## src/design/i2c_cond_pkg.sv

```systemverilog
// constants for the two-wire receive and condition detect block
package i2c_cond_pkg;

   // ----------------------------------------
   // mode select encodings
   // ----------------------------------------
   localparam logic [2:0] MODE_DISABLED = 3'h0;
   localparam logic [2:0] MODE_CLOCKED  = 3'h1;
   localparam logic [2:0] MODE_TWO_WIRE = 3'h2;

   // ----------------------------------------
   // frame and buffer layout
   // ----------------------------------------
   localparam int         DATA_BITS     = 8;
   localparam logic [3:0] ACK_BIT_NUM   = 4'h9;
   localparam int         RBUF_W        = 9;
   localparam int         RBUF_SPLIT_HI = 8;
   localparam logic [8:0] RBUF_RESET    = 9'h000;
   localparam logic [3:0] BIT_CNT_RESET = 4'h0;

   // ----------------------------------------
   // receive phase states
   // ----------------------------------------
   typedef enum logic [1:0] {
      ST_IDLE  = 2'b00,
      ST_DATA  = 2'b01,
      ST_ACK   = 2'b10,
      ST_AFTER = 2'b11
   } rx_state_e;

endpackage : i2c_cond_pkg

```

## src/design/i2c_cond_detect.sv

```systemverilog
// two-wire receive path, transfer requests and start/stop detection
// Function
// - sync clock pin unused in two-wire mode
// - line levels readable per mode and direction
// - idle clock level follows clock delay option
// - request 14 on ack or eighth fall
// - request 15 on ninth rise or next fall
// - clocked mode stores bits lsb first
// - ack option stores bits msb first
// - split layout: bits to b6..b0, b8
// - first transfer at eighth falling edge
// - second transfer at ninth rising edge
// - start: data falls while clock high
// - stop: data rises while clock high
// - shared request, busy flag tells which
// - nack or ack sampled at ninth rise
// - condition output moves request to completion
module i2c_cond_detect
   import i2c_cond_pkg::*;
(
   // clock and reset
   input  wire logic        core_clk,
   input  wire logic        rst_b,
   // configuration
   input  wire logic [2:0]  serial_mode_select,
   input  wire logic        two_wire_enable,
   input  wire logic        interrupt_option_select,
   input  wire logic        clock_delay_select,
   input  wire logic        clock_polarity_select,
   input  wire logic        condition_output_select,
   input  wire logic        clock_pin_dir_out,
   input  wire logic        data_pin_dir_out,
   input  wire logic        port_data_level,
   input  wire logic        condition_gen_done,
   input  wire logic        condition_clear,
   // pins
   input  wire logic        serial_clock_pin_in,
   output logic             serial_clock_pin_out,
   output logic             serial_clock_pin_oe,
   input  wire logic        serial_data_pin_in,
   output logic             serial_data_pin_out,
   output logic             serial_data_pin_oe,
   input  wire logic        sync_clock_pin_in,
   output logic             sync_clock_pin_out,
   output logic             sync_clock_pin_oe,
   input  wire logic        sync_clock_dir_out,
   // status
   output logic             clock_level,
   output logic             data_level,
   output logic [8:0]       receive_buffer,
   output logic             req_14,
   output logic             req_15,
   output logic             ack_irq,
   output logic             nack_irq,
   output logic             condition_irq,
   output logic             bus_busy_flag
);

   // ----------------------------------------
   // pin synchronisers and edge detection
   // ----------------------------------------
   logic [1:0] scl_sync_ff, sda_sync_ff, sck_sync_ff;
   logic       scl_prev_ff, sda_prev_ff, sck_prev_ff;
   logic [1:0] nxt_scl_sync, nxt_sda_sync, nxt_sck_sync;
   logic       scl, sda, sck;
   logic       scl_rise, scl_fall, sda_rise, sda_fall, sck_rise, sck_fall;
   logic       two_wire, clocked;

   always_comb begin
      nxt_scl_sync = {scl_sync_ff[0], serial_clock_pin_in};
      nxt_sda_sync = {sda_sync_ff[0], serial_data_pin_in};
      nxt_sck_sync = {sck_sync_ff[0], sync_clock_pin_in};
   end

   always_ff @(posedge core_clk or negedge rst_b) begin
      if (!rst_b) begin
         scl_sync_ff <= 2'h3;
         sda_sync_ff <= 2'h3;
         sck_sync_ff <= 2'h3;
         scl_prev_ff <= 1'b1;
         sda_prev_ff <= 1'b1;
         sck_prev_ff <= 1'b1;
      end else begin
         scl_sync_ff <= nxt_scl_sync;
         sda_sync_ff <= nxt_sda_sync;
         sck_sync_ff <= nxt_sck_sync;
         scl_prev_ff <= scl_sync_ff[1];
         sda_prev_ff <= sda_sync_ff[1];
         sck_prev_ff <= sck_sync_ff[1];
      end
   end

   assign scl      = scl_sync_ff[1];
   assign sda      = sda_sync_ff[1];
   assign sck      = sck_sync_ff[1];
   assign scl_rise = scl & ~scl_prev_ff;
   assign scl_fall = ~scl & scl_prev_ff;
   assign sda_rise = sda & ~sda_prev_ff;
   assign sda_fall = ~sda & sda_prev_ff;
   assign sck_rise = sck & ~sck_prev_ff;
   assign sck_fall = ~sck & sck_prev_ff;
   assign two_wire = (serial_mode_select == MODE_TWO_WIRE) & two_wire_enable;
   assign clocked  = (serial_mode_select == MODE_CLOCKED) & ~two_wire_enable;

   // ----------------------------------------
   // pin drive and level readback
   // ----------------------------------------
   // sync clock pin only drives in clocked mode as an output; clock
   // generation itself lives elsewhere, so it drives the idle level
   assign sync_clock_pin_out = 1'b1;
   assign sync_clock_pin_oe  = clocked & sync_clock_dir_out;
   // clock line enable is set beside the busy flag further down
   assign serial_clock_pin_out = 1'b0;
   // data idle level comes from the port register set while disabled
   assign serial_data_pin_out = 1'b0;
   assign serial_data_pin_oe  = two_wire & ~port_data_level;
   assign clock_level = (two_wire | ~clock_pin_dir_out) ? scl : 1'b0;
   assign data_level  = (two_wire | ~data_pin_dir_out) ? sda : 1'b0;

   // ----------------------------------------
   // configuration change tracking
   // ----------------------------------------
   // a half-received byte is dropped when the mode changes, so bits taken
   // in one mode never complete a byte of the other
   logic [1:0] mode_ff, nxt_mode;
   logic       mode_change;

   always_comb begin
      nxt_mode = {two_wire, clocked};
   end

   always_ff @(posedge core_clk or negedge rst_b) begin
      if (!rst_b) begin
         mode_ff <= 2'h0;
      end else begin
         mode_ff <= nxt_mode;
      end
   end

   assign mode_change = (mode_ff != nxt_mode);

   // ----------------------------------------
   // receive sequencing
   // ----------------------------------------
   rx_state_e  state_ff, nxt_state;
   logic [3:0] bit_cnt_ff, nxt_bit_cnt;
   logic [7:0] shift_ff, nxt_shift;
   logic       samp_edge, ninth_rise, ninth_fall, next_fall;
   logic       ld_lsb, ld_msb, ld_split;
   logic       nxt_req14, nxt_req15, nxt_ack, nxt_nack;
   logic       req14_ff, req15_ff, ack_ff, nack_ff;

   // clocked mode samples on the edge picked by the polarity option
   assign samp_edge = two_wire ? scl_rise
                    : (clock_polarity_select ? sck_fall : sck_rise);
   assign ninth_rise = two_wire & scl_rise & (state_ff == ST_ACK);
   assign ninth_fall = two_wire & scl_fall & (state_ff == ST_ACK)
                     & (bit_cnt_ff == ACK_BIT_NUM);
   assign next_fall  = two_wire & scl_fall & (state_ff == ST_AFTER);

   always_comb begin
      nxt_state   = state_ff;
      nxt_bit_cnt = bit_cnt_ff;
      nxt_shift   = shift_ff;
      ld_lsb      = 1'b0;
      ld_msb      = 1'b0;
      ld_split    = 1'b0;
      nxt_req14   = 1'b0;
      nxt_req15   = 1'b0;
      nxt_ack     = 1'b0;
      nxt_nack    = 1'b0;
      // a start or a stop ends any byte in flight, as does a mode change
      if (!(two_wire | clocked) || mode_change
          || (two_wire && scl && (sda_fall | sda_rise))) begin
         nxt_state   = ST_IDLE;
         nxt_bit_cnt = BIT_CNT_RESET;
      end else begin
         case (state_ff)
            ST_IDLE, ST_DATA: begin
               if (samp_edge) begin
                  // clocked mode receives on the pin shared with the clock
                  nxt_shift   = {shift_ff[6:0], two_wire ? sda : scl};
                  nxt_bit_cnt = bit_cnt_ff + 4'h1;
                  nxt_state   = ST_DATA;
                  if (bit_cnt_ff == 4'(DATA_BITS - 1)) begin
                     if (clocked) begin
                        ld_lsb      = 1'b1;
                        nxt_req14   = 1'b1;
                        nxt_bit_cnt = BIT_CNT_RESET;
                        nxt_state   = ST_IDLE;
                     end else begin
                        nxt_state = ST_ACK;
                     end
                  end
               end
            end
            ST_ACK: begin
               if (ninth_rise) begin
                  nxt_bit_cnt = ACK_BIT_NUM;
                  if (!interrupt_option_select) begin
                     ld_msb    = 1'b1;
                     nxt_ack   = ~sda;
                     nxt_nack  = sda;
                     nxt_req14 = ~sda;
                  end else if (clock_delay_select) begin
                     ld_msb = 1'b1;
                  end
                  if (!clock_delay_select) begin
                     nxt_req15 = 1'b1;
                     nxt_state = ST_IDLE;
                     nxt_bit_cnt = BIT_CNT_RESET;
                  end else begin
                     nxt_state = ST_AFTER;
                  end
               end else if (ninth_fall) begin
                  // another falling edge after the eighth data bit closed, before the ninth rise
               end else if (two_wire && scl_fall
                            && bit_cnt_ff == 4'(DATA_BITS)) begin
                  if (interrupt_option_select) begin
                     ld_split  = 1'b1;
                     nxt_req14 = 1'b1;
                  end
                  nxt_bit_cnt = ACK_BIT_NUM;
               end
            end
            ST_AFTER: begin
               if (next_fall) begin
                  nxt_req15   = 1'b1;
                  nxt_state   = ST_IDLE;
                  nxt_bit_cnt = BIT_CNT_RESET;
               end
            end
            default: nxt_state = ST_IDLE;
         endcase
      end
   end

   always_ff @(posedge core_clk or negedge rst_b) begin
      if (!rst_b) begin
         state_ff   <= ST_IDLE;
         bit_cnt_ff <= BIT_CNT_RESET;
         shift_ff   <= 8'h00;
         req14_ff   <= 1'b0;
         req15_ff   <= 1'b0;
         ack_ff     <= 1'b0;
         nack_ff    <= 1'b0;
      end else begin
         state_ff   <= nxt_state;
         bit_cnt_ff <= nxt_bit_cnt;
         shift_ff   <= nxt_shift;
         req14_ff   <= nxt_req14;
         req15_ff   <= nxt_req15;
         ack_ff     <= nxt_ack;
         nack_ff    <= nxt_nack;
      end
   end

   assign req_14   = req14_ff;
   assign req_15   = req15_ff;
   assign ack_irq  = ack_ff;
   assign nack_irq = nack_ff;

   i2c_rx_buffer u_rx_buffer (
      .core_clk       (core_clk),
      .rst_b          (rst_b),
      .load_lsb_first (ld_lsb),
      .load_msb_first (ld_msb),
      .load_split     (ld_split),
      .shift_data     (nxt_shift),
      .receive_buffer (receive_buffer)
   );

   // ----------------------------------------
   // start and stop conditions
   // ----------------------------------------
   logic cond_ff, busy_ff, nxt_cond, nxt_busy;
   logic start_det, stop_det, cond_event;

   assign start_det = two_wire & scl & scl_prev_ff & sda_fall;
   assign stop_det  = two_wire & scl & scl_prev_ff & sda_rise;
   // with automatic output the request marks generation complete
   assign cond_event = condition_output_select ? condition_gen_done
                     : (start_det | stop_det);

   always_comb begin
      nxt_busy = busy_ff;
      if (start_det) begin
         nxt_busy = 1'b1;
      end else if (stop_det) begin
         nxt_busy = 1'b0;
      end
      // set wins over a clear in the same cycle
      nxt_cond = cond_event | (cond_ff & ~condition_clear);
   end

   always_ff @(posedge core_clk or negedge rst_b) begin
      if (!rst_b) begin
         cond_ff <= 1'b0;
         busy_ff <= 1'b0;
      end else begin
         cond_ff <= nxt_cond;
         busy_ff <= nxt_busy;
      end
   end

   assign condition_irq = cond_ff;
   assign bus_busy_flag = busy_ff;

   // open-drain idle level: released high, held low with clock delay;
   // only outside a frame, else the far master could never clock it
   assign serial_clock_pin_oe = two_wire & clock_delay_select
                              & ~busy_ff;

endmodule : i2c_cond_detect

```

## src/design/i2c_rx_buffer.sv

```systemverilog
// receive buffer register with three layouts of the shifted byte
module i2c_rx_buffer
   import i2c_cond_pkg::*;
(
   // clock and reset
   input  wire logic              core_clk,
   input  wire logic              rst_b,
   // load controls
   input  wire logic              load_lsb_first,
   input  wire logic              load_msb_first,
   input  wire logic              load_split,
   input  wire logic [7:0]        shift_data,
   // stored value
   output logic      [RBUF_W-1:0] receive_buffer
);

   logic [RBUF_W-1:0] buf_ff;
   logic [RBUF_W-1:0] nxt_buf;
   logic [7:0]        rev;

   // ----------------------------------------
   // bit reversal, one generate loop
   // ----------------------------------------
   for (genvar i = 0; i < DATA_BITS; i++) begin : g_rev
      assign rev[i] = shift_data[DATA_BITS-1-i];
   end

   always_comb begin
      nxt_buf = buf_ff;
      // shift_data holds bit one in [7], bit eight in [0]
      if (load_split) begin
         nxt_buf = {shift_data[0], 1'b0, shift_data[7:1]};
      end else if (load_msb_first) begin
         nxt_buf = {1'b0, shift_data};
      end else if (load_lsb_first) begin
         nxt_buf = {1'b0, rev};
      end
   end

   always_ff @(posedge core_clk or negedge rst_b) begin
      if (!rst_b) begin
         buf_ff <= RBUF_RESET;
      end else begin
         buf_ff <= nxt_buf;
      end
   end

   assign receive_buffer = buf_ff;

endmodule : i2c_rx_buffer

```

## config.mk

```make
export PLATFORM = sky130hd
export DESIGN_NAME = i2c_cond_detect
export DESIGN_NICKNAME = d
export VERILOG_FILES = /design/src/design/i2c_cond_pkg.sv /design/src/design/i2c_cond_detect.sv /design/src/design/i2c_rx_buffer.sv
export SDC_FILE = /design/constraint.sdc
export NUM_CORES = 1
export LEC_CHECK = 0
export ABC_CLOCK_PERIOD_IN_PS = 2300
export CAP_MARGIN = 10
export CORE_ASPECT_RATIO = 1.25
export CORE_MARGIN = 3
export CORE_UTILIZATION = 50
export CTS_CLUSTER_DIAMETER = 200
export DETAILED_ROUTE_END_ITERATION = 8
export DONT_BUFFER_PORTS = 1
export GPL_ROUTABILITY_DRIVEN = 0
export PLACE_DENSITY = 0.74
export REMOVE_ABC_BUFFERS = 1
export SYNTH_ARGS = -nofsm -noshare
export SYNTH_HDL_FRONTEND = slang
export SYNTH_HIERARCHICAL = 1
export SYNTH_SLANG_ARGS = --single-unit
```

## constraint.sdc

```tcl
create_clock -name core_clk -period 2.3 [get_ports core_clk]
set_input_delay 0.115 -clock core_clk [delete_from_list [all_inputs] [get_ports core_clk]]
set_output_delay 0.115 -clock core_clk [all_outputs]
set_load 0.05 [all_outputs]
```

After elaboration in Yosys (flattened, before gate mapping)
Cells that the tools add are included.
{"block": "word_totals", "regBits": 40, "output_inout_bits": 23, "elab_cells": 150}
{"block": "op_classes", "addsub": 1, "n_eq_ne": 14, "mux": 64, "bitwise_logic": 41, "reduce_logical": 13}
{"cell": "$mux W1", "count": 38}
{"cell": "$mux W4", "count": 9}
{"cell": "$mux W9", "count": 3}
{"cell": "$mux W8", "count": 3}
{"cell": "$and A1 B1 Y1", "count": 23}
{"cell": "$mux W2", "count": 7}
{"cell": "$not A1 Y1", "count": 12}
{"cell": "$pmux W4 S3", "count": 1}
{"cell": "$eq A4 B4 Y1 const B", "count": 2}
{"cell": "$ne A3 B2 Y1 const B", "count": 2}
{"cell": "$or A1 B1 Y1", "count": 6}
{"cell": "$pmux W2 S3", "count": 1}
{"cell": "$add A4 B1 Y4 const B", "count": 1}
{"cell": "$eq A2 B2 Y1 const B", "count": 2}
{"cell": "$eq A4 B3 Y1 const B", "count": 1}
{"cell": "$logic_and A1 B1 Y1", "count": 4}
{"cell": "$ne A4 B2 Y1 const B", "count": 1}
{"cell": "$ne A4 B3 Y1 const B", "count": 1}
{"cell": "$pmux W1 S2", "count": 2}
{"cell": "$reduce_and A4 Y1", "count": 1}
{"cell": "$eq A3 B1 Y1 const B", "count": 1}
{"cell": "$eq A3 B2 Y1 const B", "count": 1}
{"cell": "$ne A3 B3 Y1 const B", "count": 1}
{"cell": "$reduce_and A3 Y1", "count": 1}
{"cell": "other kinds (8)", "count": 9}

Longest topological paths before layout
Gate-level depths: netlist of the first run.
{"block": "logic_depth", "ltp_word": 10, "mapped_depth": 11, "depth_no_buf": 10}

By module
Netlist of the first run, hierarchy kept.
{"mod": "i2c_cond_detect", "n_inst": 1, "cells_each": 146, "area_per_inst_um2": 1635.3, "seq_area_each_um2": 787.0}
{"mod": "i2c_rx_buffer", "n_inst": 1, "cells_each": 50, "area_per_inst_um2": 516.7, "seq_area_each_um2": 225.2}

Worst setup path after synthesis of the first run
OpenSTA, ideal clock, no wires.
{"block": "synth_path", "path_kind": "register to register", "start": "register sda_sync_ff[1]", "end": "register u_rx_buffer.buf_ff[1] (netlist: u_rx_buffer/receive_buffer[1])", "setup_time_ns": 0.136, "arrival_ns": 2.291, "required_time_ns": 2.164, "setup_slack_ns": -0.127, "path_stages_with_launch": 12, "n_path_buf": 1, "path_cell_list": "dfstp_2 -> inv_1 -> ha_1 -> nor2b_1 -> o31ai_4 -> nand2_2 -> nor2_1 -> and3_1 -> buf_6 -> mux2_2 -> mux2i_1 -> o21ai_0"}
{"block": "synth_between", "word_cells_on_any_way": 14}
{"item": "start, declared", "line_no": "i2c_cond_detect.sv:62", "source": "logic [1:0] scl_sync_ff, sda_sync_ff, sck_sync_ff;"}
{"item": "start signal, assigned", "line_no": "i2c_cond_detect.sv:85", "source": "sda_sync_ff <= nxt_sda_sync;"}
{"item": "$not A1 Y1", "line_no": "i2c_cond_detect.sv:99", "source": "assign sda_fall = ~sda & sda_prev_ff;"}
{"item": "$and A1 B1 Y1", "line_no": "i2c_cond_detect.sv:99"}
{"item": "$or A1 B1 Y1 *", "line_no": "i2c_cond_detect.sv:174", "source": "|| (two_wire && scl && (sda_fall | sda_rise))) begin"}
{"item": "$logic_and A1 B1 Y1 *", "line_no": "i2c_cond_detect.sv:174"}
{"item": "$logic_or A1 B1 Y1 *", "line_no": "i2c_cond_detect.sv:174"}
{"item": "$mux W1 *", "line_no": "i2c_cond_detect.sv:173", "source": "if (!(two_wire | clocked) || mode_change"}
{"item": "via ld_lsb", "line_no": "i2c_cond_detect.sv:149", "source": "logic ld_lsb, ld_msb, ld_split;"}
{"item": "$reduce_bool A3 Y1 (no line) *"}
{"item": "end signal, assigned", "line_no": "i2c_rx_buffer.sv:44", "source": "buf_ff <= nxt_buf;"}
{"item": "end, declared", "line_no": "i2c_rx_buffer.sv:17", "source": "logic [RBUF_W-1:0] buf_ff;"}
Mark *: on every way through the listed nets, which the timed path passes. The rest lies on a longest branch. The select of a mux whose other input is x is not followed.
A chain may end at the register's enable or synchronous reset.

Final worst setup path of the first run
{"block": "layout_path", "start": "register sda_sync_ff[1]", "end": "register u_rx_buffer.buf_ff[0] (netlist: u_rx_buffer/receive_buffer[0])"}
{"block": "layout_between", "elab_chain_len": 9, "word_cells_on_any_way": 17}
{"item": "$not A1 Y1", "line_no": "i2c_cond_detect.sv:99"}
{"item": "$and A1 B1 Y1", "line_no": "i2c_cond_detect.sv:99"}
{"item": "$or A1 B1 Y1 *", "line_no": "i2c_cond_detect.sv:174"}
{"item": "$logic_and A1 B1 Y1 *", "line_no": "i2c_cond_detect.sv:174"}
{"item": "$logic_or A1 B1 Y1 *", "line_no": "i2c_cond_detect.sv:174"}
{"item": "$mux W8 *", "line_no": "i2c_cond_detect.sv:173"}
{"item": "via nxt_shift[7]", "line_no": "i2c_cond_detect.sv:147", "source": "logic [7:0] shift_ff, nxt_shift;"}
{"item": "$mux W9 *", "line_no": "i2c_rx_buffer.sv:35", "source": "end else if (load_lsb_first) begin"}
{"item": "$mux W9 *", "line_no": "i2c_rx_buffer.sv:33", "source": "end else if (load_msb_first) begin"}
{"item": "$mux W9 *", "line_no": "i2c_rx_buffer.sv:31", "source": "if (load_split) begin"}
Marked as above.

==> run_results.csv, run 1 <==
group,metric,value,unit
routing,drt_iter0_drc,101,
worst_setup_path,crit_path_frequent_cell,"mux2_4",
placement,dp_hpwl,3.578,mm
global_routing,grt_use_total,21.79,%
worst_setup_path,worst_ep_required_time,2.48,ns
floorplan,die_h,79.35,um
routing,vias,1676,
global_routing,grt_pass1_vias,1811,
final_layout,fin_nets,259,
worst_setup_path,crit_path_start_kind,"register",
worst_setup_path,reg2reg_to,"u_rx_buffer/receive_buffer[0]$_DFFE_PN0P_",
synthesis,synth_compound_gate_area_share,16.74,%
global_routing,grt_max_degree,41,
sta,period_needed,2.499,ns
worst_setup_path,max_stage_delay,0.56,ns
sta,worst_slack,-0.1987,ns
power,power_density,517.8,mW/mm^2
synthesis,synth-xor-area-share,0,%
sta,whs,0.06410,ns
final_layout,area_growth,23.84,%
synthesis,synthesis.area,0.002152,mm^2
clock_network,cts_tree,"done",
synthesis,synth_edf_count,0,
floorplan,die_width,64.68,um
global_routing,antenna_found_initial,0,
routing,wl_per_cell,17.76,um
final_layout,final_common_cell,"dfrtp_1",
synthesis,synth_seq_area_share,47.03,%
sta,min_period_over_period,108.6,%
global_routing,grt_remaining_overflow,0,
synthesis,synthCells,196,
final_layout,final_cell_area,0.002665,mm^2
synthesis,synth-main-ff-cell,"dfrtp_1",
final_layout,drive_gt1_share,36.02,%
routing,drt-total-wl,5.186,mm
sta,hold_violations,0,
placement,place_area,0.002359,mm^2
worst_setup_path,crit_chain,"inv_4 -> ha_4 -> nor2b_4 -> o31ai_4 -> buf_4 -> o2111ai_4 -> buf_6 -> mux2_4 -> mux2_4 -> mux2i_1 -> o21ai_1",
synthesis,synth_top_family_by_area,"simple AND/OR/NAND/NOR gates",
synthesis,ys_ff_latch,40,
synthesis,netlist_top_cells_area,"dfrtp_1, dfstp_2, mux2_2, ha_1, mux2i_1",
floorplan,die-area,0.005132,mm^2
clock_network,cts_buffers,5,
synthesis,async_reset_ff_share,100.0,%
sta,skew,0.007167,ns
clock_network,clk_pin_slew,0.08,ns
clock_network,clock_sinks,40,
synthesis,ys_warn_count,6,
hold_path,hold_path.class,"input port to register",
sta,tightest_slew,0.5337,ns
routing,vias_per_cell,5.740,
worst_setup_path,rr_worst_depth,11,
power,irDropWorstVdd,0.4724,mV
power,leakage,1.137,nW
worst_setup_path,ff2ff_setup_slack,-0.20,ns
synthesis,synth_mux_area_share,9.244,%
synthesis,synth_cell_type_count,62,
clock_network,clockBufferDepth,2,
worst_setup_path,reg2reg_from,"sda_sync_ff[1]$_DFF_PN1_",
sta,setup_viol,8,
clock_network,h-tree-depth,2,
worst_setup_path,slowest_stage,"dfstp_2",
worst_setup_path,cp_max_fo,6,
floorplan,io_pins,42,
hold_path,hold_path_depth,3,
worst_setup_path,critPathArrivalTime,2.68,ns
floorplan,num_rows,26,
clock_network,clock_latency,0.29,ns
worst_setup_path,endpoint,"u_rx_buffer/receive_buffer[0]$_DFFE_PN0P_",
sta,rsz0062_at_grt,"true",
floorplan,core_region_area,0.004131,mm^2
placement,port_buffers,0,
floorplan,start_util,52.09,%
worst_setup_path,worstSetupStartpoint,"sda_sync_ff[1]$_DFF_PN1_",
routing,final_antenna_net_count,0,
outcome,violations,"setup timing",
synthesis,synth_top_cell_area_share,36.05,%
synthesis,synthAdderAreaFrac,2.907,%
job,maxCapViolCount,0,
global_routing,grt_first_pass_wirelength,8.721,mm
worst_setup_path,worstSetupPathType,"register to register",
outcome,status,"complete, but fails checks",
final_layout,final_cell_mix,"dfrtp_1, buf_4, nand2_1, inv_1, dfstp_2",
worst_setup_path,endpoint_kind,"register",
final_layout,antenna-diode-count,0,
routing,drt_first_pass_iters,4,
clock_network,ctsRootBufferMaster,"clkbuf_8",
synthesis,synthSimpleGateAreaFrac,18.60,%
synthesis,synth_top_area_cell,"dfrtp_1",
routing,drcViolationCount,0,
sta,fmaxAchievable,400.2,MHz
sta,slew_headroom,64.42,%
sta,maxSlewViolCount,0,
synthesis,postSynthAreaPerCell,10.98,um^2
==> power breakdown <==
part	internal [mW]	total, mW	switching (mW)
Combinational	0.0635	0.153	0.0899
Clock	0.216	0.469	0.253
Sequential	0.729	0.758	0.0291
Total	1.01	1.38	0.372
==> logic make-up (layout without fill, tap and decap cells) <==
logic type	count (synthesis)	in the layout
muxes	18	18
DFF	40	40
adders and majority gates	5	5
AOI/OAI and AO/OA	47	47
buffers and inverters	21	60
and+or+nand+nor	63	63
other	2	3
==> what timing repair did <==
action,in CTS,in global routing
endpoints found under the hold margin,46,0
resized for setup,18,5
buffers inserted,6,2
hold buffers,8,0
pin swaps,1,2
setup endpoints to repair,9,10
==> worst max-delay path, delay by kind of cell, from the launching register on <==
family / cells / cell delay (ns)
flops: 1 / 0.56
fa+ha+maj: 1 / 0.27
mux: 3 / 0.69
simple gates: 1 / 0.04
compound gates: 3 / 0.43
buf+inv: 3 / 0.40
==> flip-flops by register name (all words and copies together), names as in the netlist <==
| signal | cells |
|---|---|
| sda_prev_ff | 1 |
| shift_ff | 8 |
| sda_sync_ff | 2 |
| req_14 | 1 |
| u_rx_buffer/receive_buffer | 9 |
| scl_prev_ff | 1 |
| bus_busy_flag | 1 |
| nack_irq | 1 |
| sck_prev_ff | 1 |
| condition_irq | 1 |
| bit_cnt_ff | 4 |
| sck_sync_ff | 2 |
| ack_irq | 1 |
| mode_ff | 2 |
| scl_sync_ff | 2 |
| req_15 | 1 |
| state_ff | 2 |
==> synth_stat cells (2+ instances only) <==
library cell and instances:
a21oi_1 8, mux2i_1 6, ha_1 5, dfrtp_1 31, nand3b_1 2, o31ai_1 4
o21ai_1 2, o211ai_1 2, conb_1 2, a22o_1 2, clkbuf_1 2, and3_1 2
nand3_1 3, a221oi_1 2, buf_6 2, nor2b_1 7, nand2_1 16, nand4b_1 2
mux2_2 11, nor3_1 3, dfstp_2 9, nor2_1 8, inv_1 11, buf_4 4
o21ai_0 11, or3_1 2, nand2b_1 2
==> through the flow <==
| step | power, mW | setup TNS, ns | setup WS (ns) | instances | util (%) |
|---|---|---|---|---|---|
| floorplan | 0.8401 | -3.982 | -0.4816 | 188 | - |
| CTS | 1.385 | -1.297 | -0.2071 | 290 | 63.66 |
| global placement | 0.8719 | -0.6192 | -0.1047 | 268 | 57.09 |
| global route | 1.428 | -2.174 | -0.3062 | 292 | 64.51 |
| finish | 1.380 | -1.203 | -0.1987 | 292 | 64.51 |
| detailed placement | 0.8771 | -1.169 | -0.1827 | 268 | 57.09 |
==> layout make-up <==
class / count / area (um^2)
Sequential cell: 40 / 1012
Multi-Input combinational cell: 136 / 1092
Fill cell: 322 / 1466
Inverter: 12 / 47.55
Clock inverter: 2 / 16.27
Clock buffer: 6 / 72.57
Timing Repair Buffer: 40 / 354.1
Tap cell: 56 / 70.07
==> routing by layer <==
| metal | vias to the layer above | share of wire [%] | GRT usage (%) |
|---|---|---|---|
| met5 | - | 0 | 0 |
| met1 | 839 | 39 | 26.59 |
| met3 | 10 | 4.8 | 5.092 |
| met4 | 0 | 1.9 | 8.034 |
| li1 | 777 | - | - |
| met2 | 50 | 54 | 37.29 |
==> worst min-delay path by stage <==
stage                          startpoint                   end  slack, ns
floorplan                           rst_b     ack_irq$_DFF_PN0_      -0.18
global placement                    rst_b      req_15$_DFF_PN0_      -0.18
detailed placement                  rst_b      req_15$_DFF_PN0_      -0.18
CTS                    clock_delay_select      req_15$_DFF_PN0_       0.06
global route        serial_mode_select[1]  mode_ff[0]$_DFF_PN0_       0.09
finish                 clock_delay_select      req_15$_DFF_PN0_       0.06
Note: power is estimated with default switching activity, not from simulation.
==> run 2: changes to the inputs <==
--- a/config.mk
+++ b/config.mk
@@ -5,7 +5,7 @@
 export SDC_FILE = /design/constraint.sdc
 export NUM_CORES = 1
 export LEC_CHECK = 0
-export ABC_CLOCK_PERIOD_IN_PS = 2300
+export ABC_CLOCK_PERIOD_IN_PS = 2100
 export CAP_MARGIN = 10
 export CORE_ASPECT_RATIO = 1.25
 export CORE_MARGIN = 3
@@ -15,6 +15,7 @@
 export DONT_BUFFER_PORTS = 1
 export GPL_ROUTABILITY_DRIVEN = 0
 export PLACE_DENSITY = 0.74
+export RECOVER_POWER = 50
 export REMOVE_ABC_BUFFERS = 1
 export SYNTH_ARGS = -nofsm -noshare
 export SYNTH_HDL_FRONTEND = slang
==> constraint.sdc (replaced) <==
create_clock -name core_clk -period 2.1 [get_ports core_clk]
set_input_delay 0.105 -clock core_clk [delete_from_list [all_inputs] [get_ports core_clk]]
set_output_delay 0.105 -clock core_clk [all_outputs]
set_load 0.05 [all_outputs]
==> run 2 against run 1 <==
The run still ends with setup timing left. First-iteration DRC count is 16% higher. Register-to-register slack worse by 0.11 ns. Count of clock-buffer cells in the layout fell by 1. Die area unchanged. Non-clock buffer count increased by 11. Combinational power grew 20%. Sequential share of layout area shrank 2.0 points. Largest power group unchanged. Global-route usage increased by 1.6 points. Sequential power grew 9.2%. Worst setup slack worse by 0.11 ns. Via count rose by 5.3%.
==> run_results.csv, run 2 (synthesis gave the netlist of run 1 again) <==
group,metric,value,unit
power,power,1.648,mW
global_routing,grt_first_pass_wirelength,9.177,mm
worst_setup_path,worstSetupPathType,"register to register",
sta,rsz0062_at_grt,"true",
routing,final_antenna_net_count,0,
worst_setup_path,crit_chain,"inv_2 -> ha_4 -> nor2b_2 -> o31ai_4 -> buf_6 -> o2111ai_4 -> mux2_4 -> or2b_2 -> a21oi_1 -> a221oi_1",
sta,period_needed,2.404,ns
global_routing,antenna_found_initial,0,
final_layout,drive_gt1_share,40.56,%
final_layout,area_growth,30.58,%
floorplan,die_h,79.35,um
worst_setup_path,crit_path_start_kind,"register",
final_layout,final_cell_area,0.002810,mm^2
final_layout,largest_reg_flops,9,
final_layout,final_util,68.02,%
final_layout,instances_no_fill,305,
routing,vias_per_cell,5.784,
power,leakage,1.212,nW
sta,hold_violations,0,
final_layout,final_common_cell,"buf_4",
clock_network,h-tree-depth,2,
global_routing,grt_pass1_vias,1887,
sta,maxSlewViolCount,0,
power,seqPwrFrac,50.2,%
placement,dp_hpwl,3.773,mm
sta,worst_slack,-0.3043,ns
sta,setup_viol,9,
routing,drt_first_pass_iters,4,
sta,setup_tns,-1.945,ns
sta,tightest_slew,0.5341,ns
final_layout,final_cell_mix,"buf_4, dfrtp_1, nand2_1, inv_1, dfstp_2",
power,intPower,1.234,mW
final_layout,antenna-diode-count,0,
floorplan,die_width,64.68,um
worst_setup_path,endpoint_kind,"register",
clock_network,clock_sinks,40,
worst_setup_path,cp_max_fo,5,
routing,vias,1764,
hold_path,hold_path.class,"input port to register",
sta,fmaxAchievable,415.9,MHz
routing,drcViolationCount,0,
power,power_density,586.3,mW/mm^2
floorplan,die-area,0.005132,mm^2
power,combinationalPowerShare,11.1,%
sta,skew,0.006862,ns
clock_network,clockBufferDepth,2,
clock_network,cts_buffers,5,
placement,place_area,0.002464,mm^2
worst_setup_path,worst_ep_required_time,2.27,ns
power,power_switching,413.8,uW
placement,port_buffers,0,
floorplan,start_util,52.09,%
routing,drt-total-wl,5.518,mm
sta,min_period_over_period,114.5,%
placement,dp_cells,282,
placement,dp_slack,-0.4584,ns
worst_setup_path,slowest_stage,"dfstp_2",
final_layout,fillers,317,
power,irDropWorstVdd,0.5412,mV
global_routing,grt_remaining_overflow,0,
floorplan,num_rows,26,
job,maxCapViolCount,0,
worst_setup_path,max_stage_delay,0.54,ns
sta,slew_headroom,64.39,%
clock_network,clock_latency,0.29,ns
floorplan,core_region_area,0.004131,mm^2
global_routing,grt_use_total,23.44,%
power,switching_share,25.11,%
outcome,status,"complete, but fails checks",
floorplan,io_pins,42,
clock_network,cts_tree,"done",
clock_network,clk_pin_slew,0.08,ns
sta,whs,0.06149,ns
routing,wl_per_cell,18.09,um
final_layout,fin_nets,272,
outcome,violations,"setup timing",
power,clock_power_share,38.7,%
worst_setup_path,critPathArrivalTime,2.57,ns
global_routing,grt_max_degree,41,
routing,drt_iter0_drc,117,
clock_network,ctsRootBufferMaster,"clkbuf_8",
-- run 2: final timing paths --
path                                           from                                   endpoint  slack [ns]  depth (start not counted)
max                        sda_sync_ff[1]$_DFF_PN1_  u_rx_buffer/receive_buffer[3]$_DFFE_PN0P_       -0.30                         10
min                              clock_delay_select                           req_15$_DFF_PN0_        0.06                          3
max reg2reg                sda_sync_ff[1]$_DFF_PN1_  u_rx_buffer/receive_buffer[3]$_DFFE_PN0P_       -0.30                         10
min reg2reg                scl_sync_ff[0]$_DFF_PN1_                   scl_sync_ff[1]$_DFF_PN1_        0.36                          0
max in group asynchronous                     rst_b                   sck_sync_ff[1]$_DFF_PN1_        1.55                          2
min in group asynchronous                     rst_b                  bit_cnt_ff[2]$_DFFE_PN0P_        0.28                          2
-- run 2: routing by layer --
layer  routed length, um  up-vias  track usage [%]
met3                 357       24            6.789
met4                 180        0            10.36
met2                2900       72            40.60
met1                2079      863            26.56
met5                   0        -                0
li1                    -      805                -
-- run 2: area by class of cell --
class	count	area (um^2)	area share, %
clock buffers	5	68.82	2.449
clock inverters	3	46.29	1.647
inverters	12	45.04	1.603
multi-input cells	138	1131	40.25
flip-flops and latches	40	1012	36.02
well taps	56	70.07	2.493
repair buffers	51	436.7	15.54
-- run 2: power groups by stage --
stage                     clock [mW]  combinational, mW  sequential (mW)
after floorplan                    0             0.0811            0.839
after detailed placement           0              0.126            0.842
final                          0.637              0.183            0.828
after global placement             0              0.122            0.840
after CTS                      0.661              0.180            0.828
after global routing           0.686              0.197            0.830
-- run 2: timing repair --
item                                    CTS  global route
endpoints found under the hold margin    46             0
hold buffers                              8             0
resized for setup                        19             5
pin swaps                                 4             2
setup buffers                             3             2
cloned                                    2             0
endpoints found under the setup margin   10             9
-- run 2: worst max-delay path, delay by kind of cell, from the launching register on --
family          cells  cell delay, ns
compound gates      4            0.59
buf+inv             2            0.20
simple gates        2            0.35
mux                 1            0.35
fa+ha+maj           1            0.25
flops               1            0.54
==> run 3: changes to the inputs <==
--- a/config.mk
+++ b/config.mk
@@ -5,7 +5,7 @@
 export SDC_FILE = /design/constraint.sdc
 export NUM_CORES = 1
 export LEC_CHECK = 0
-export ABC_CLOCK_PERIOD_IN_PS = 2100
+export ABC_CLOCK_PERIOD_IN_PS = 2200
 export CAP_MARGIN = 10
 export CORE_ASPECT_RATIO = 1.25
 export CORE_MARGIN = 3
==> constraint.sdc (replaced) <==
create_clock -name core_clk -period 2.2 [get_ports core_clk]
set_input_delay 0.11 -clock core_clk [delete_from_list [all_inputs] [get_ports core_clk]]
set_output_delay 0.11 -clock core_clk [all_outputs]
set_load 0.05 [all_outputs]
==> run 3 against run 2 <==
The flow still finishes with violations (setup timing). Clock power down 25%. Clock skew down 0.0028 ns. Die area unchanged.
==> run_results.csv, run 3 (synthesis gave the netlist of run 1 again) <==
group,metric,value,unit
routing,final_antenna_net_count,0,
worst_setup_path,crit_path_start_kind,"register",
placement,dp_slack,-0.2944,ns
routing,wl_per_cell,16.70,um
clock_network,clock_sinks,40,
sta,tightest_slew,0.9496,ns
global_routing,grt_pass1_vias,1737,
worst_setup_path,reg2reg_to,"u_rx_buffer/receive_buffer[1]$_DFFE_PN0P_",
sta,setup_viol,8,
clock_network,ctsRootBufferMaster,"clkbuf_8",
global_routing,grt_max_degree,41,
floorplan,die-area,0.005132,mm^2
routing,drt_iter0_drc,99,
final_layout,final_cell_mix,"dfrtp_1, buf_4, nand2_1, inv_1, dfstp_2",
power,irDropWorstVdd,0.6503,mV
final_layout,fin_nets,257,
final_layout,largest_reg_flops,9,
outcome,violations,"setup timing",
routing,vias_per_cell,5.766,
worst_setup_path,worst_ep_required_time,2.38,ns
floorplan,core_region_area,0.004131,mm^2
worst_setup_path,cp_max_fo,5,
final_layout,area_growth,21.57,%
hold_path,hold_path_depth,3,
global_routing,antenna_found_initial,0,
clock_network,cts_tree,"done",
final_layout,antenna-diode-count,0,
clock_network,clockBufferDepth,2,
placement,dp_hpwl,3.485,mm
routing,drt-total-wl,4.844,mm
floorplan,io_pins,42,
clock_network,clk_pin_slew,0.08,ns
worst_setup_path,critPathArrivalTime,2.54,ns
worst_setup_path,ff2ff_setup_slack,-0.16,ns
hold_path,hold_path.class,"input port to register",
floorplan,num_rows,26,
routing,drcViolationCount,0,
sta,fmaxAchievable,423.9,MHz
sta,min_period_over_period,107.2,%
global_routing,grt_first_pass_wirelength,8.135,mm
clock_network,clock_latency,0.29,ns
power,power_density,541.2,mW/mm^2
final_layout,drive_gt1_share,35.47,%
clock_network,h-tree-depth,2,
floorplan,start_util,52.09,%
worst_setup_path,endpoint_kind,"register",
job,maxCapViolCount,0,
final_layout,final_util,63.33,%
floorplan,die_width,64.68,um
sta,slew_headroom,36.70,%
sta,period_needed,2.359,ns
sta,maxSlewViolCount,0,
final_layout,final_common_cell,"dfrtp_1",
sta,worst_slack,-0.1589,ns
global_routing,grt_remaining_overflow,0,
outcome,status,"complete, but fails checks",
sta,rsz0062_at_grt,"true",
final_layout,instances_no_fill,290,
routing,drt_first_pass_iters,4,
power,leakage,1.118,nW
hold_path,min_from,"clock_delay_select",
final_layout,fillers,332,
floorplan,die_h,79.35,um
routing,vias,1672,
sta,whs,0.07708,ns
sta,setup_tns,-0.9531,ns
hold_path,min_to,"req_15$_DFF_PN0_",
worst_setup_path,rr_worst_depth,8,
worst_setup_path,reg2reg_from,"sck_sync_ff[1]$_DFF_PN1_",
placement,dp_cells,272,
worst_setup_path,worstSetupPathType,"register to register",
clock_network,cts_buffers,5,
sta,hold_violations,0,
sta,skew,0.004077,ns
global_routing,grt_use_total,20.48,%
placement,port_buffers,0,
run 3: area by class of cell:
type,count,area [um^2],area share [%]
well taps,56,70.07,2.678
clock inverters,2,16.27,0.6217
clock buffers,6,72.57,2.774
multi-input cells,137,1097,41.94
inverters,12,47.55,1.817
flip-flops and latches,40,1012,38.69
repair buffers,37,300.3,11.48
run 3: worst max-delay path, cell delays in order, from the launching register on:
cell	delay (ns)
dfstp_2	0.53
or3b_1	0.37
a21oi_2	0.18
buf_4	0.15
o2111ai_4	0.18
mux2_2	0.34
mux2_2	0.27
mux2i_1	0.13
o21ai_0	0.09
run 3: power by group:
group          switching [mW]  internal (mW)  total [mW]
sequential             0.0283          0.762       0.790
clock                   0.254          0.225       0.479
combinational          0.0892         0.0573       0.146
run 3: worst max-delay path by stage:
stage / start / end
after floorplan: sda_sync_ff[1]$_DFF_PN1_ / u_rx_buffer/receive_buffer[7]$_DFFE_PN0P_
after CTS: sda_sync_ff[1]$_DFF_PN1_ / u_rx_buffer/receive_buffer[1]$_DFFE_PN0P_
final: sck_sync_ff[1]$_DFF_PN1_ / u_rx_buffer/receive_buffer[1]$_DFFE_PN0P_
after global routing: sda_sync_ff[1]$_DFF_PN1_ / u_rx_buffer/receive_buffer[0]$_DFFE_PN0P_
after global placement: sda_sync_ff[1]$_DFF_PN1_ / u_rx_buffer/receive_buffer[3]$_DFFE_PN0P_
after detailed placement: sda_sync_ff[1]$_DFF_PN1_ / u_rx_buffer/receive_buffer[3]$_DFFE_PN0P_
run 3: through the flow:
step	instance area, um^2	total power, mW
floorplan	2091	0.8783
global placement	2376	0.9129
detailed placement	2376	0.9176
CTS	2619	1.432
global route	2616	1.469
finish	2616	1.416
run 3: timing repair:
item	4_1_cts	5_1_grt
resized for setup	12	7
hold endpoints to repair	46	0
setup endpoints to repair	9	9
buffers inserted	1	0
pin swaps	4	3
cloned	1	0
hold buffers	8	0
run 3: routing by layer:
metal  vias to the layer above  global-route usage [%]  share of wire [%]
met5                         -                       0                  0
met4                         0                   10.15                3.0
met3                        15                   4.950                5.5
met2                        59                   35.95                 52
met1                       826                   22.97                 39
li1                        772                       -                  -
